--- src/core/arc_regs.vh ---
// arc_regs.vh - constants of the alternator regulation mode control
// assumes a 10 MHz clock; fuse pins are stable once power is up
`ifndef ARC_REGS_VH
`define ARC_REGS_VH

// clock and timing
`define ARC_CLK_HZ          10000000
`define ARC_CYC_PER_MS      (`ARC_CLK_HZ / 1000)
`define ARC_RPM_K           (48'd60 * `ARC_CLK_HZ)
`define ARC_INACT_SHORT_MS  1300
`define ARC_INACT_LONG_MS   3000
`define ARC_INACT_SHORT_CYC (`ARC_INACT_SHORT_MS * `ARC_CYC_PER_MS)
`define ARC_INACT_LONG_CYC  (`ARC_INACT_LONG_MS * `ARC_CYC_PER_MS)
`define ARC_RAMP_A_MS       3000
`define ARC_RAMP_B_MS       6400
`define ARC_RAMP_C_MS       12300
`define ARC_DUTY_FULL       255
`define ARC_RAMP_A_CYC      (`ARC_RAMP_A_MS * `ARC_CYC_PER_MS / `ARC_DUTY_FULL)
`define ARC_RAMP_B_CYC      (`ARC_RAMP_B_MS * `ARC_CYC_PER_MS / `ARC_DUTY_FULL)
`define ARC_RAMP_C_CYC      (`ARC_RAMP_C_MS * `ARC_CYC_PER_MS / `ARC_DUTY_FULL)
`define ARC_PHASE_LOST_MS   40
`define ARC_PHASE_LOST_CYC  (`ARC_PHASE_LOST_MS * `ARC_CYC_PER_MS)

// register offsets (byte addresses)
`define ARC_OFS_STATUS      8'h00
`define ARC_OFS_MASK        8'h04
`define ARC_OFS_STATE       8'h08
`define ARC_OFS_PERIOD      8'h0c
`define ARC_OFS_CONTROL     8'h10

// status and mask bit positions
`define ARC_EV_CHECKSUM     0
`define ARC_EV_NO_RESP      1
`define ARC_EV_SYNC         2
`define ARC_EV_PARITY       3
`define ARC_EV_TIMEOUT      4
`define ARC_EV_REG_START    5
`define ARC_EV_REG_STOP     6
`define ARC_EV_MODE         7
`define ARC_EV_W            8

// state register fields
`define ARC_ST_MODE_LSB     0
`define ARC_ST_REG_BIT      2
`define ARC_ST_BUS_BIT      3
`define ARC_ST_PHASE_BIT    4
`define ARC_ST_TARGET_LSB   8
`define ARC_ST_DUTY_LSB     16

// control register fields and reset values
`define ARC_CTL_ENABLE_BIT  0
`define ARC_CONTROL_RST     1'b1
`define ARC_MASK_RST        8'h00
`define ARC_DEFAULT_V_BASE  8'h87

`endif

--- src/core/arc_period_meter.v ---
// arc_period_meter - measures the stator phase period in clock cycles
// assumes stator_sense_a is a squared, clean phase signal synchronous to clk
`include "arc_regs.vh"

module arc_period_meter #(
   parameter [23:0] LOST_CYC = `ARC_PHASE_LOST_CYC
) (
   // system
   input  wire        clk,
   input  wire        reset,
   // phase input
   input  wire        stator_sense_a,
   // measurement
   output reg  [23:0] period,
   output reg         phase_active
);

   reg        prev_a;
   reg [23:0] count;

   // period taken on each rising edge, activity lost when the count runs out
   always @(posedge clk) begin
      if (reset) begin
         prev_a       <= 1'b0;
         count        <= 24'h000000;
         period       <= 24'h000000;
         phase_active <= 1'b0;
      end else begin
         prev_a <= stator_sense_a;
         if (stator_sense_a & ~prev_a) begin
            period       <= count;
            count        <= 24'h000001;
            phase_active <= (count < LOST_CYC);    // first edge after a stop only arms
         end else if (count >= LOST_CYC) begin
            phase_active <= 1'b0;
         end else begin
            count <= count + 24'h000001;
         end
      end
   end

endmodule

--- src/core/arc_duty_ramp.v ---
// arc_duty_ramp - rise-limited follower of the requested field duty
// assumes step_cyc is steady while limiting; zero means no limit
module arc_duty_ramp (
   // system
   input  wire        clk,
   input  wire        reset,
   // control
   input  wire [7:0]  request,
   input  wire        limit_en,
   input  wire [23:0] step_cyc,
   // output
   output reg  [7:0]  duty
);

   reg [23:0] tick;

   // one duty step per interval upward; downward follows at once
   always @(posedge clk) begin
      if (reset) begin
         duty <= 8'h00;
         tick <= 24'h000000;
      end else if (request <= duty || !limit_en || step_cyc == 24'h000000) begin
         duty <= request;
         tick <= 24'h000000;
      end else if (tick >= step_cyc - 24'h000001) begin
         duty <= duty + 8'h01;
         tick <= 24'h000000;
      end else begin
         tick <= tick + 24'h000001;
      end
   end

endmodule

--- src/core/arc_mode_control.v ---
// arc_mode_control - mode, start/stop and setpoint control of the regulator
// assumes the frame layer outside pulses activity, setpoint and error strobes,
// and an analog front end reports the phase difference against four levels
`include "arc_regs.vh"

module arc_mode_control #(
   parameter [24:0] INACT_SHORT_CYC = `ARC_INACT_SHORT_CYC,
   parameter [24:0] INACT_LONG_CYC  = `ARC_INACT_LONG_CYC,
   parameter [23:0] RAMP_A_CYC      = `ARC_RAMP_A_CYC,
   parameter [23:0] RAMP_B_CYC      = `ARC_RAMP_B_CYC,
   parameter [23:0] RAMP_C_CYC      = `ARC_RAMP_C_CYC,
   parameter [23:0] PHASE_LOST_CYC  = `ARC_PHASE_LOST_CYC
) (
   // system
   input  wire        clk,
   input  wire        reset,
   // ahb-lite slave
   input  wire        hsel,
   input  wire [31:0] haddr,
   input  wire [1:0]  htrans,
   input  wire        hwrite,
   input  wire [2:0]  hsize,
   input  wire [31:0] hwdata,
   input  wire        hready,
   output reg  [31:0] hrdata,
   output reg         hreadyout,
   output reg         hresp,
   // fuse options
   input  wire        self_start_fuse,
   input  wire        self_start_thresh_fuse,
   input  wire [1:0]  phase_sens_fuse,
   input  wire [3:0]  default_volt_fuse,
   input  wire [2:0]  start_speed_fuse,
   input  wire [1:0]  stop_speed_fuse,
   input  wire [1:0]  ramp_rate_fuse,
   input  wire [1:0]  ramp_disable_fuse,
   input  wire        inactivity_fuse,
   input  wire        pole_pair_fuse,
   // serial bus frame layer
   input  wire        bus_activity,
   input  wire        setpoint_write,
   input  wire [7:0]  setpoint_volt,
   input  wire        checksum_err,
   input  wire        no_response_err,
   input  wire        sync_break_err,
   input  wire        parity_err,
   input  wire        report_sent,
   output reg         bus_timeout_flag,
   output reg         com_error_flag,
   // stator sensing
   input  wire        stator_sense_a,
   input  wire [3:0]  stator_diff_over,
   // regulator
   input  wire [7:0]  duty_request,
   output wire [7:0]  field_drive_output,
   output reg  [7:0]  target_voltage,
   output reg  [1:0]  op_mode,
   output reg         regulating,
   output reg         bus_ok,
   output reg         irq
);

   localparam [1:0] MODE_STANDBY = 2'b00;
   localparam [1:0] MODE_PRE_EXC = 2'b01;
   localparam [1:0] MODE_DEFAULT = 2'b10;
   localparam [1:0] MODE_NORMAL  = 2'b11;

   // speed scaled by phase period: period*pairs*rpm against 60*f_clk
   function [47:0] speed_prod;
      input [23:0] per;
      input [3:0]  pairs;
      input [12:0] rpm;
      begin
         speed_prod = {24'h000000, per} * {44'h0, pairs} * {35'h0, rpm};
      end
   endfunction

   // captured fuse configuration
   reg        cfg_loaded;
   reg        cfg_self_start;
   reg [12:0] cfg_self_rpm;
   reg [1:0]  cfg_sens;
   reg [7:0]  cfg_default_v;
   reg [12:0] cfg_start_rpm;
   reg [12:0] cfg_stop_rpm;
   reg [23:0] cfg_ramp_step;
   reg [12:0] cfg_dis_rpm;
   reg [24:0] cfg_inact;
   reg [3:0]  cfg_pairs;

   // bus and mode state
   reg [24:0] inact_cnt;
   reg        timeout_evt;
   reg [7:0]  setpoint;
   reg [1:0]  next_mode;
   reg        next_reg;
   reg [7:0]  next_target;

   // register file
   reg [`ARC_EV_W-1:0] status;
   reg [`ARC_EV_W-1:0] mask;
   reg                 ctl_enable;
   reg                 wr_pend;
   reg [7:0]           wr_addr;
   reg [31:0]          rd_word;
   reg [`ARC_EV_W-1:0] events;
   reg [`ARC_EV_W-1:0] next_status;

   wire [23:0] period;
   wire        phase_active;
   wire [47:0] prod_start;
   wire [47:0] prod_stop;
   wire [47:0] prod_dis;
   wire [12:0] start_rpm;
   wire        diff_ok;
   wire        ramp_en;
   wire [7:0]  ramp_req;
   wire        take;
   wire        any_activity;

   arc_period_meter #(
      .LOST_CYC (PHASE_LOST_CYC)
   ) u_meter (
      .clk            (clk),
      .reset          (reset),
      .stator_sense_a (stator_sense_a),
      .period         (period),
      .phase_active   (phase_active)
   );

   // fuses sampled once, on the first clock after reset release
   always @(posedge clk) begin
      if (reset) begin
         cfg_loaded     <= 1'b0;
         cfg_self_start <= 1'b0;
         cfg_self_rpm   <= 13'd3000;
         cfg_sens       <= 2'b00;
         cfg_default_v  <= `ARC_DEFAULT_V_BASE;
         cfg_start_rpm  <= 13'd800;
         cfg_stop_rpm   <= 13'd500;
         cfg_ramp_step  <= 24'h000000;
         cfg_dis_rpm    <= 13'd2400;
         cfg_inact      <= INACT_SHORT_CYC;
         cfg_pairs      <= 4'd6;
      end else if (!cfg_loaded) begin
         cfg_loaded     <= 1'b1;
         cfg_self_start <= self_start_fuse;
         cfg_self_rpm   <= self_start_thresh_fuse ? 13'd4000 : 13'd3000;
         cfg_sens       <= phase_sens_fuse;
         cfg_default_v  <= `ARC_DEFAULT_V_BASE + {4'h0, default_volt_fuse};
         cfg_inact      <= inactivity_fuse ? INACT_LONG_CYC : INACT_SHORT_CYC;
         cfg_pairs      <= pole_pair_fuse ? 4'd8 : 4'd6;
         case (start_speed_fuse)
            3'd0: cfg_start_rpm <= 13'd800;
            3'd1: cfg_start_rpm <= 13'd1050;
            3'd2: cfg_start_rpm <= 13'd1300;
            3'd3: cfg_start_rpm <= 13'd1550;
            3'd4: cfg_start_rpm <= 13'd1800;
            3'd5: cfg_start_rpm <= 13'd2050;
            3'd6: cfg_start_rpm <= 13'd2300;
            default: cfg_start_rpm <= 13'd2500;
         endcase
         case (stop_speed_fuse)
            2'd0: cfg_stop_rpm <= 13'd500;
            2'd1: cfg_stop_rpm <= 13'd650;
            2'd2: cfg_stop_rpm <= 13'd850;
            default: cfg_stop_rpm <= 13'd1000;
         endcase
         case (ramp_rate_fuse)
            2'd0: cfg_ramp_step <= 24'h000000;
            2'd1: cfg_ramp_step <= RAMP_A_CYC;
            2'd2: cfg_ramp_step <= RAMP_B_CYC;
            default: cfg_ramp_step <= RAMP_C_CYC;
         endcase
         case (ramp_disable_fuse)
            2'd0: cfg_dis_rpm <= 13'd2400;
            2'd1: cfg_dis_rpm <= 13'd3000;
            2'd2: cfg_dis_rpm <= 13'd4000;
            default: cfg_dis_rpm <= 13'd0;          // never disabled
         endcase
      end
   end

   // speed comparisons; a zero period means no measurement yet
   assign start_rpm  = bus_ok ? cfg_start_rpm : cfg_self_rpm;
   assign prod_start = speed_prod(period, cfg_pairs, start_rpm);
   assign prod_stop  = speed_prod(period, cfg_pairs, cfg_stop_rpm);
   assign prod_dis   = speed_prod(period, cfg_pairs, cfg_dis_rpm);
   assign diff_ok    = stator_diff_over[cfg_sens];
   assign any_activity = bus_activity | setpoint_write;

   // bus inactivity watchdog; traffic restores the bus at once
   always @(posedge clk) begin
      if (reset) begin
         inact_cnt   <= 25'h0000000;
         bus_ok      <= 1'b0;
         timeout_evt <= 1'b0;
      end else begin
         timeout_evt <= 1'b0;
         if (any_activity) begin
            inact_cnt <= 25'h0000000;
            bus_ok    <= 1'b1;
         end else if (inact_cnt >= cfg_inact - 25'h0000001) begin
            bus_ok      <= 1'b0;
            timeout_evt <= bus_ok;
         end else begin
            inact_cnt <= inact_cnt + 25'h0000001;
         end
      end
   end

   // latest master setpoint, seeded with the default until one arrives
   always @(posedge clk) begin
      if (reset) begin
         setpoint <= `ARC_DEFAULT_V_BASE;
      end else if (setpoint_write) begin
         setpoint <= setpoint_volt;
      end else if (!cfg_loaded) begin
         setpoint <= `ARC_DEFAULT_V_BASE + {4'h0, default_volt_fuse};
      end
   end

   // mode selection from bus validity and phase activity
   always @* begin
      if (bus_ok || any_activity) begin
         next_mode = phase_active ? MODE_NORMAL : MODE_PRE_EXC;
      end else begin
         next_mode = phase_active ? MODE_DEFAULT : MODE_STANDBY;
      end
   end

   // start and stop of regulation
   always @* begin
      next_reg = regulating;
      if (!cfg_loaded || !ctl_enable || !phase_active) begin
         next_reg = 1'b0;
      end else if (next_mode != MODE_NORMAL && next_mode != MODE_DEFAULT) begin
         next_reg = 1'b0;
      end else if (next_mode == MODE_DEFAULT && !regulating && !cfg_self_start) begin
         next_reg = 1'b0;
      end else if (!regulating) begin
         next_reg = diff_ok && period != 24'h000000 && prod_start <= `ARC_RPM_K;
      end else if (prod_stop >= `ARC_RPM_K) begin
         next_reg = 1'b0;
      end
   end

   // target voltage: master value in normal mode, fused default otherwise
   always @* begin
      if (next_mode == MODE_NORMAL) begin
         next_target = setpoint_write ? setpoint_volt : setpoint;
      end else begin
         next_target = cfg_default_v;
      end
   end

   always @(posedge clk) begin
      if (reset) begin
         op_mode        <= MODE_STANDBY;
         regulating     <= 1'b0;
         target_voltage <= `ARC_DEFAULT_V_BASE;
      end else begin
         op_mode        <= next_mode;
         regulating     <= next_reg;
         target_voltage <= next_target;
      end
   end

   // ramp limited below the disable speed; rate zero means instant
   assign ramp_en  = cfg_dis_rpm == 13'd0 || prod_dis > `ARC_RPM_K;
   assign ramp_req = regulating ? duty_request : 8'h00;

   arc_duty_ramp u_ramp (
      .clk      (clk),
      .reset    (reset),
      .request  (ramp_req),
      .limit_en (ramp_en),
      .step_cyc (cfg_ramp_step),
      .duty     (field_drive_output)
   );

   // error flags for the frame layer to report; a new error beats the clear
   always @(posedge clk) begin
      if (reset) begin
         bus_timeout_flag <= 1'b0;
         com_error_flag   <= 1'b0;
      end else begin
         bus_timeout_flag <= timeout_evt | (bus_timeout_flag & ~report_sent);
         com_error_flag   <= checksum_err | no_response_err | sync_break_err |
                             parity_err | (com_error_flag & ~report_sent);
      end
   end

   // event collection for the status register
   always @* begin
      events = {`ARC_EV_W{1'b0}};
      events[`ARC_EV_CHECKSUM]  = checksum_err;
      events[`ARC_EV_NO_RESP]   = no_response_err;
      events[`ARC_EV_SYNC]      = sync_break_err;
      events[`ARC_EV_PARITY]    = parity_err;
      events[`ARC_EV_TIMEOUT]   = timeout_evt;
      events[`ARC_EV_REG_START] = next_reg & ~regulating;
      events[`ARC_EV_REG_STOP]  = ~next_reg & regulating;
      events[`ARC_EV_MODE]      = next_mode != op_mode;
   end

   // bus slave: zero wait states, read data registered in the address phase
   assign take = hsel & htrans[1] & hready;

   always @* begin
      rd_word = 32'h00000000;
      case (haddr[7:0])
         `ARC_OFS_STATUS: rd_word[`ARC_EV_W-1:0] = status;
         `ARC_OFS_MASK:   rd_word[`ARC_EV_W-1:0] = mask;
         `ARC_OFS_STATE: begin
            rd_word[`ARC_ST_MODE_LSB+1:`ARC_ST_MODE_LSB]     = op_mode;
            rd_word[`ARC_ST_REG_BIT]                         = regulating;
            rd_word[`ARC_ST_BUS_BIT]                         = bus_ok;
            rd_word[`ARC_ST_PHASE_BIT]                       = phase_active;
            rd_word[`ARC_ST_TARGET_LSB+7:`ARC_ST_TARGET_LSB] = target_voltage;
            rd_word[`ARC_ST_DUTY_LSB+7:`ARC_ST_DUTY_LSB]     = field_drive_output;
         end
         `ARC_OFS_PERIOD:  rd_word[23:0] = period;
         `ARC_OFS_CONTROL: rd_word[`ARC_CTL_ENABLE_BIT] = ctl_enable;
         default: rd_word = 32'h00000000;           // unmapped reads as zero
      endcase
   end

   // read of status clears it; events of the same cycle survive
   always @* begin
      next_status = status;
      if (take && !hwrite && haddr[7:0] == `ARC_OFS_STATUS) begin
         next_status = {`ARC_EV_W{1'b0}};
      end
      next_status = next_status | events;
   end

   always @(posedge clk) begin
      if (reset) begin
         hrdata     <= 32'h00000000;
         hreadyout  <= 1'b1;
         hresp      <= 1'b0;
         wr_pend    <= 1'b0;
         wr_addr    <= 8'h00;
         status     <= {`ARC_EV_W{1'b0}};
         mask       <= `ARC_MASK_RST;
         ctl_enable <= `ARC_CONTROL_RST;
         irq        <= 1'b0;
      end else begin
         hreadyout <= 1'b1;
         hresp     <= 1'b0;
         wr_pend   <= take & hwrite;
         wr_addr   <= haddr[7:0];
         if (take && !hwrite) begin
            hrdata <= rd_word;
         end
         status <= next_status;
         irq    <= |(next_status & mask);
         if (wr_pend && wr_addr == `ARC_OFS_MASK) begin
            mask <= hwdata[`ARC_EV_W-1:0];
         end
         if (wr_pend && wr_addr == `ARC_OFS_CONTROL) begin
            ctl_enable <= hwdata[`ARC_CTL_ENABLE_BIT];
         end
      end
   end

endmodule

--- config.mk ---
export PLATFORM = sky130hd
export DESIGN_NAME = arc_mode_control
export DESIGN_NICKNAME = d
export VERILOG_FILES = /design/src/core/arc_period_meter.v /design/src/core/arc_duty_ramp.v /design/src/core/arc_mode_control.v
export VERILOG_INCLUDE_DIRS = /design/src /design/src/core
export SDC_FILE = /design/constraint.sdc
export NUM_CORES = 2
export LEC_CHECK = 0
export BUFFER_PORTS_ARGS = -buffer_cell sky130_fd_sc_hd__buf_2
export CAP_MARGIN = 20
export CORE_ASPECT_RATIO = 1.25
export CORE_UTILIZATION = 48
export CTS_CLUSTER_SIZE = 10
export DETAILED_ROUTE_END_ITERATION = 6
export SLEW_MARGIN = 25
export SYNTH_ARGS = -nofsm -noshare
export SYNTH_HDL_FRONTEND = slang
export SYNTH_HIERARCHICAL = 1
export SYNTH_SLANG_ARGS = --single-unit
export TNS_END_PERCENT = 50
--- constraint.sdc ---
create_clock -name clk -period 28.2 [get_ports clk]
set_input_delay 1.41 -clock clk [delete_from_list [all_inputs] [get_ports clk]]
set_output_delay 1.41 -clock clk [all_outputs]
set_load 0.005 [all_outputs]
==> qor.txt <==
Synth cell types = 105
Gate power share = 16.8%
Number of global-route vias before repair = 33000
Area after DPL = 42400 sq um
Post-synth top flop = dfxtp_1
Synth area leader = fa_1
Max frequency = 0.0838 GHz
CTS Root Cell = clkbuf_16
Most common cell in the netlist = inv_1
Period utilisation layout = 42.3%
#FFs+latches synth = 226
Switching power = 224 uW
Max_cap viols = 0
Synth Instances = 4815
Share of cells above drive strength 1 = 5.59%
Synth Warn # = 6
CTS buffer count = 26
Reg power frac = 44.1%
Clk pwr share = 39.1%
Clock skew = 0.0159 ns
RePlAce Congestion = 0.871
Setup ws final = 16.26 ns
Worst path max stage delay = 0.87 ns
Dpl cells = 5872
Most frequent cells after synthesis = inv_1, fa_1, nand2_1, ha_1, nor2_1
Tot Pwr = 765 uW
DIE AREA = 86200 sq um
CP startpoint = cfg_pairs[3]
Die span in y = 328 um
Slowest CP cell = o31ai_1
PortBufs = 115
PostCTS Resize Cnt = 0
WP data required = 28.64 ns
Post-route setup TNS = 0 ns
Area growth syn-to-layout = 5.66%
Sink Count = 226
WS Path Type = flop to flop
Worst hold start = u_ramp/tick[0]
Leakage = 22.1 nW
Post-layout util = 51.2%
Hold_ws = 0.458 ns
Final hold vios = 0
Worst path most repeated cell = fa_1
Post-synth ARST share = 0%
All-layer global routing usage = 24.2%
Internal = 541 uW
CTS tree = done
Max FO, Critical Path = 25
Design area = 43100 sq um
Post-synth EDFFs = 0
Fin cells = 5902
Reg clk slew, reported paths = 0.05 ns
GR Overflow Total = 0
Fill cells = 8191
Synth top area cells = fa_1, ha_1, dfxtp_1
RSZ-0062 raised after global routing = false
Final Critical Period = 11.94 ns
Later-pin clock latency in the skew report = 0.54 ns
Relative slew margins = 29.0%
Largest net degree at the start of global routing = 54
Io pins = 178
H-tree depth = 1
Switching share of power = 29.3%
Seq/Total Area, Yosys = 11.1%
Crit path capture type = flop
Hold Buf Count CTS = 0
Final net count = 6002
Post-DP HPWL = 81500 um
HP Class = flop to flop
Pins Over Slew Limit = 0
Routed wire per std cell = 17.3 um
Clock Tree Buf Depth = 3
Drt pass-1 iters = 5
DR iter-0 viols = 1519
Cell area after synthesis = 40800 sq um
Place WS = 16.23 ns
Post-route ant nets = 0
Avg Inst Size Synth = 8.48 sq um
Final setup viols = 0
Drt drc = 0
Post-Route WL = 102000 um
Launch point of the worst reg-to-reg path = cfg_pairs[3]
Power per standard cell area = 17.7 nW/um^2
Die Width = 263 um
Postcts setup bufs = 0
Vias = 32200
Row count = 119
R2r setup slk = 16.26 ns
Via density = 5.45
Initial antenna violation count = 5
CP arrival = 12.38 ns
Startpoint types = flop
First-pass GRT wire length = 170000 um
Slew @ Worst Pin = 1.06 ns
Status = finished clean
Core ar. = 84300 sq um
Initial core utilization = 48.5%
Post-synth top area share = 29.5%
Peak VDD IR = 50.3 uV
-- flip-flops by register name (all words and copies together), names as in the netlist, 2 cells and up --
signal,flops
u_ramp/tick,24
op_mode,2
status,8
cfg_self_rpm,2
setpoint,8
hrdata,24
cfg_pairs,2
cfg_inact,2
cfg_sens,2
u_meter/count,24
wr_addr,8
inact_cnt,25
cfg_default_v,5
u_ramp/duty,8
cfg_dis_rpm,5
u_meter/period,24
cfg_start_rpm,10
cfg_stop_rpm,8
cfg_ramp_step,7
target_voltage,8
mask,8
-- cell usage in the layout, fill, tap and decap left out, types with 48 or more instances in the layout --
cell type and instances:
mux2i_1 48, nand3_1 79, ha_1 468, a21oi_1 184, o21ai_0 88, and2_1 302, nand2_1 496, inv_1 835
buf_4 55, a21o_1 56, fa_1 602, dfxtp_1 225, nor3_1 88, buf_2 114, xor2_1 68, nor2b_1 74
xnor2_1 100, nor2_1 344
-- power by group through the flow --
stage | clock network (mW) | registers (mW) | logic (mW)
floorplan | 0 | 0.340 | 0.0885
global placement | 0 | 0.344 | 0.127
detailed placement | 0 | 0.344 | 0.129
CTS | 0.309 | 0.337 | 0.129
global route | 0.317 | 0.338 | 0.144
finish | 0.300 | 0.337 | 0.128
-- area by class of cell --
class                           instances  area (sq um)  area share [%]
Antenna cell                            1          2.50         0.00580
Multi-Input combinational cell       3552         32400            75.2
Clock inverter                          1          16.3          0.0377
Timing Repair Buffer                  170           998            2.31
Tap cell                             1089          1360            3.16
Inverter                              835          3130            7.26
Clock buffer                           28           678            1.57
Sequential cell                       226          4530            10.5
-- kinds of logic (layout without fill, tap and decap cells) --
kind of cell	Yosys count	after routing	synth area share, %
and+or+nand+nor	1624	1624	19.8
adders and majority gates	1070	1070	43.9
buffers and inverters	1059	1034	9.93
AOI/OAI and AO/OA	600	600	10.0
DFF	226	226	11.1
xor gates and xnor gates	178	178	3.82
muxes	56	56	1.53
other	2	25	0.0184
-- final timing paths --
kind / endpoint / cells past startpoint
min: u_ramp/tick[0] / 1
min reg2reg: u_ramp/tick[0] / 1
max: u_ramp/tick[18] / 35
max reg2reg: u_ramp/tick[18] / 35
-- layer usage --
layer	global-route usage, %	vias up	share of wire [%]
met5	0	-	0.038
met4	6.13	6	2.2
met3	1.45	134	3.7
met2	45.1	618	52
met1	30.4	16000	42
li1	-	15400	-
-- critical path, delay by kind of cell (launching register included) --
family | cells | cell delay [ns]
compound gates | 14 | 4.35
xor+xnor | 1 | 0.15
fa+ha+maj | 9 | 3.96
buf+inv | 4 | 0.49
flops | 1 | 0.85
mux | 1 | 0.10
simple gates | 6 | 1.92
Power figures use the tool's default switching activity.
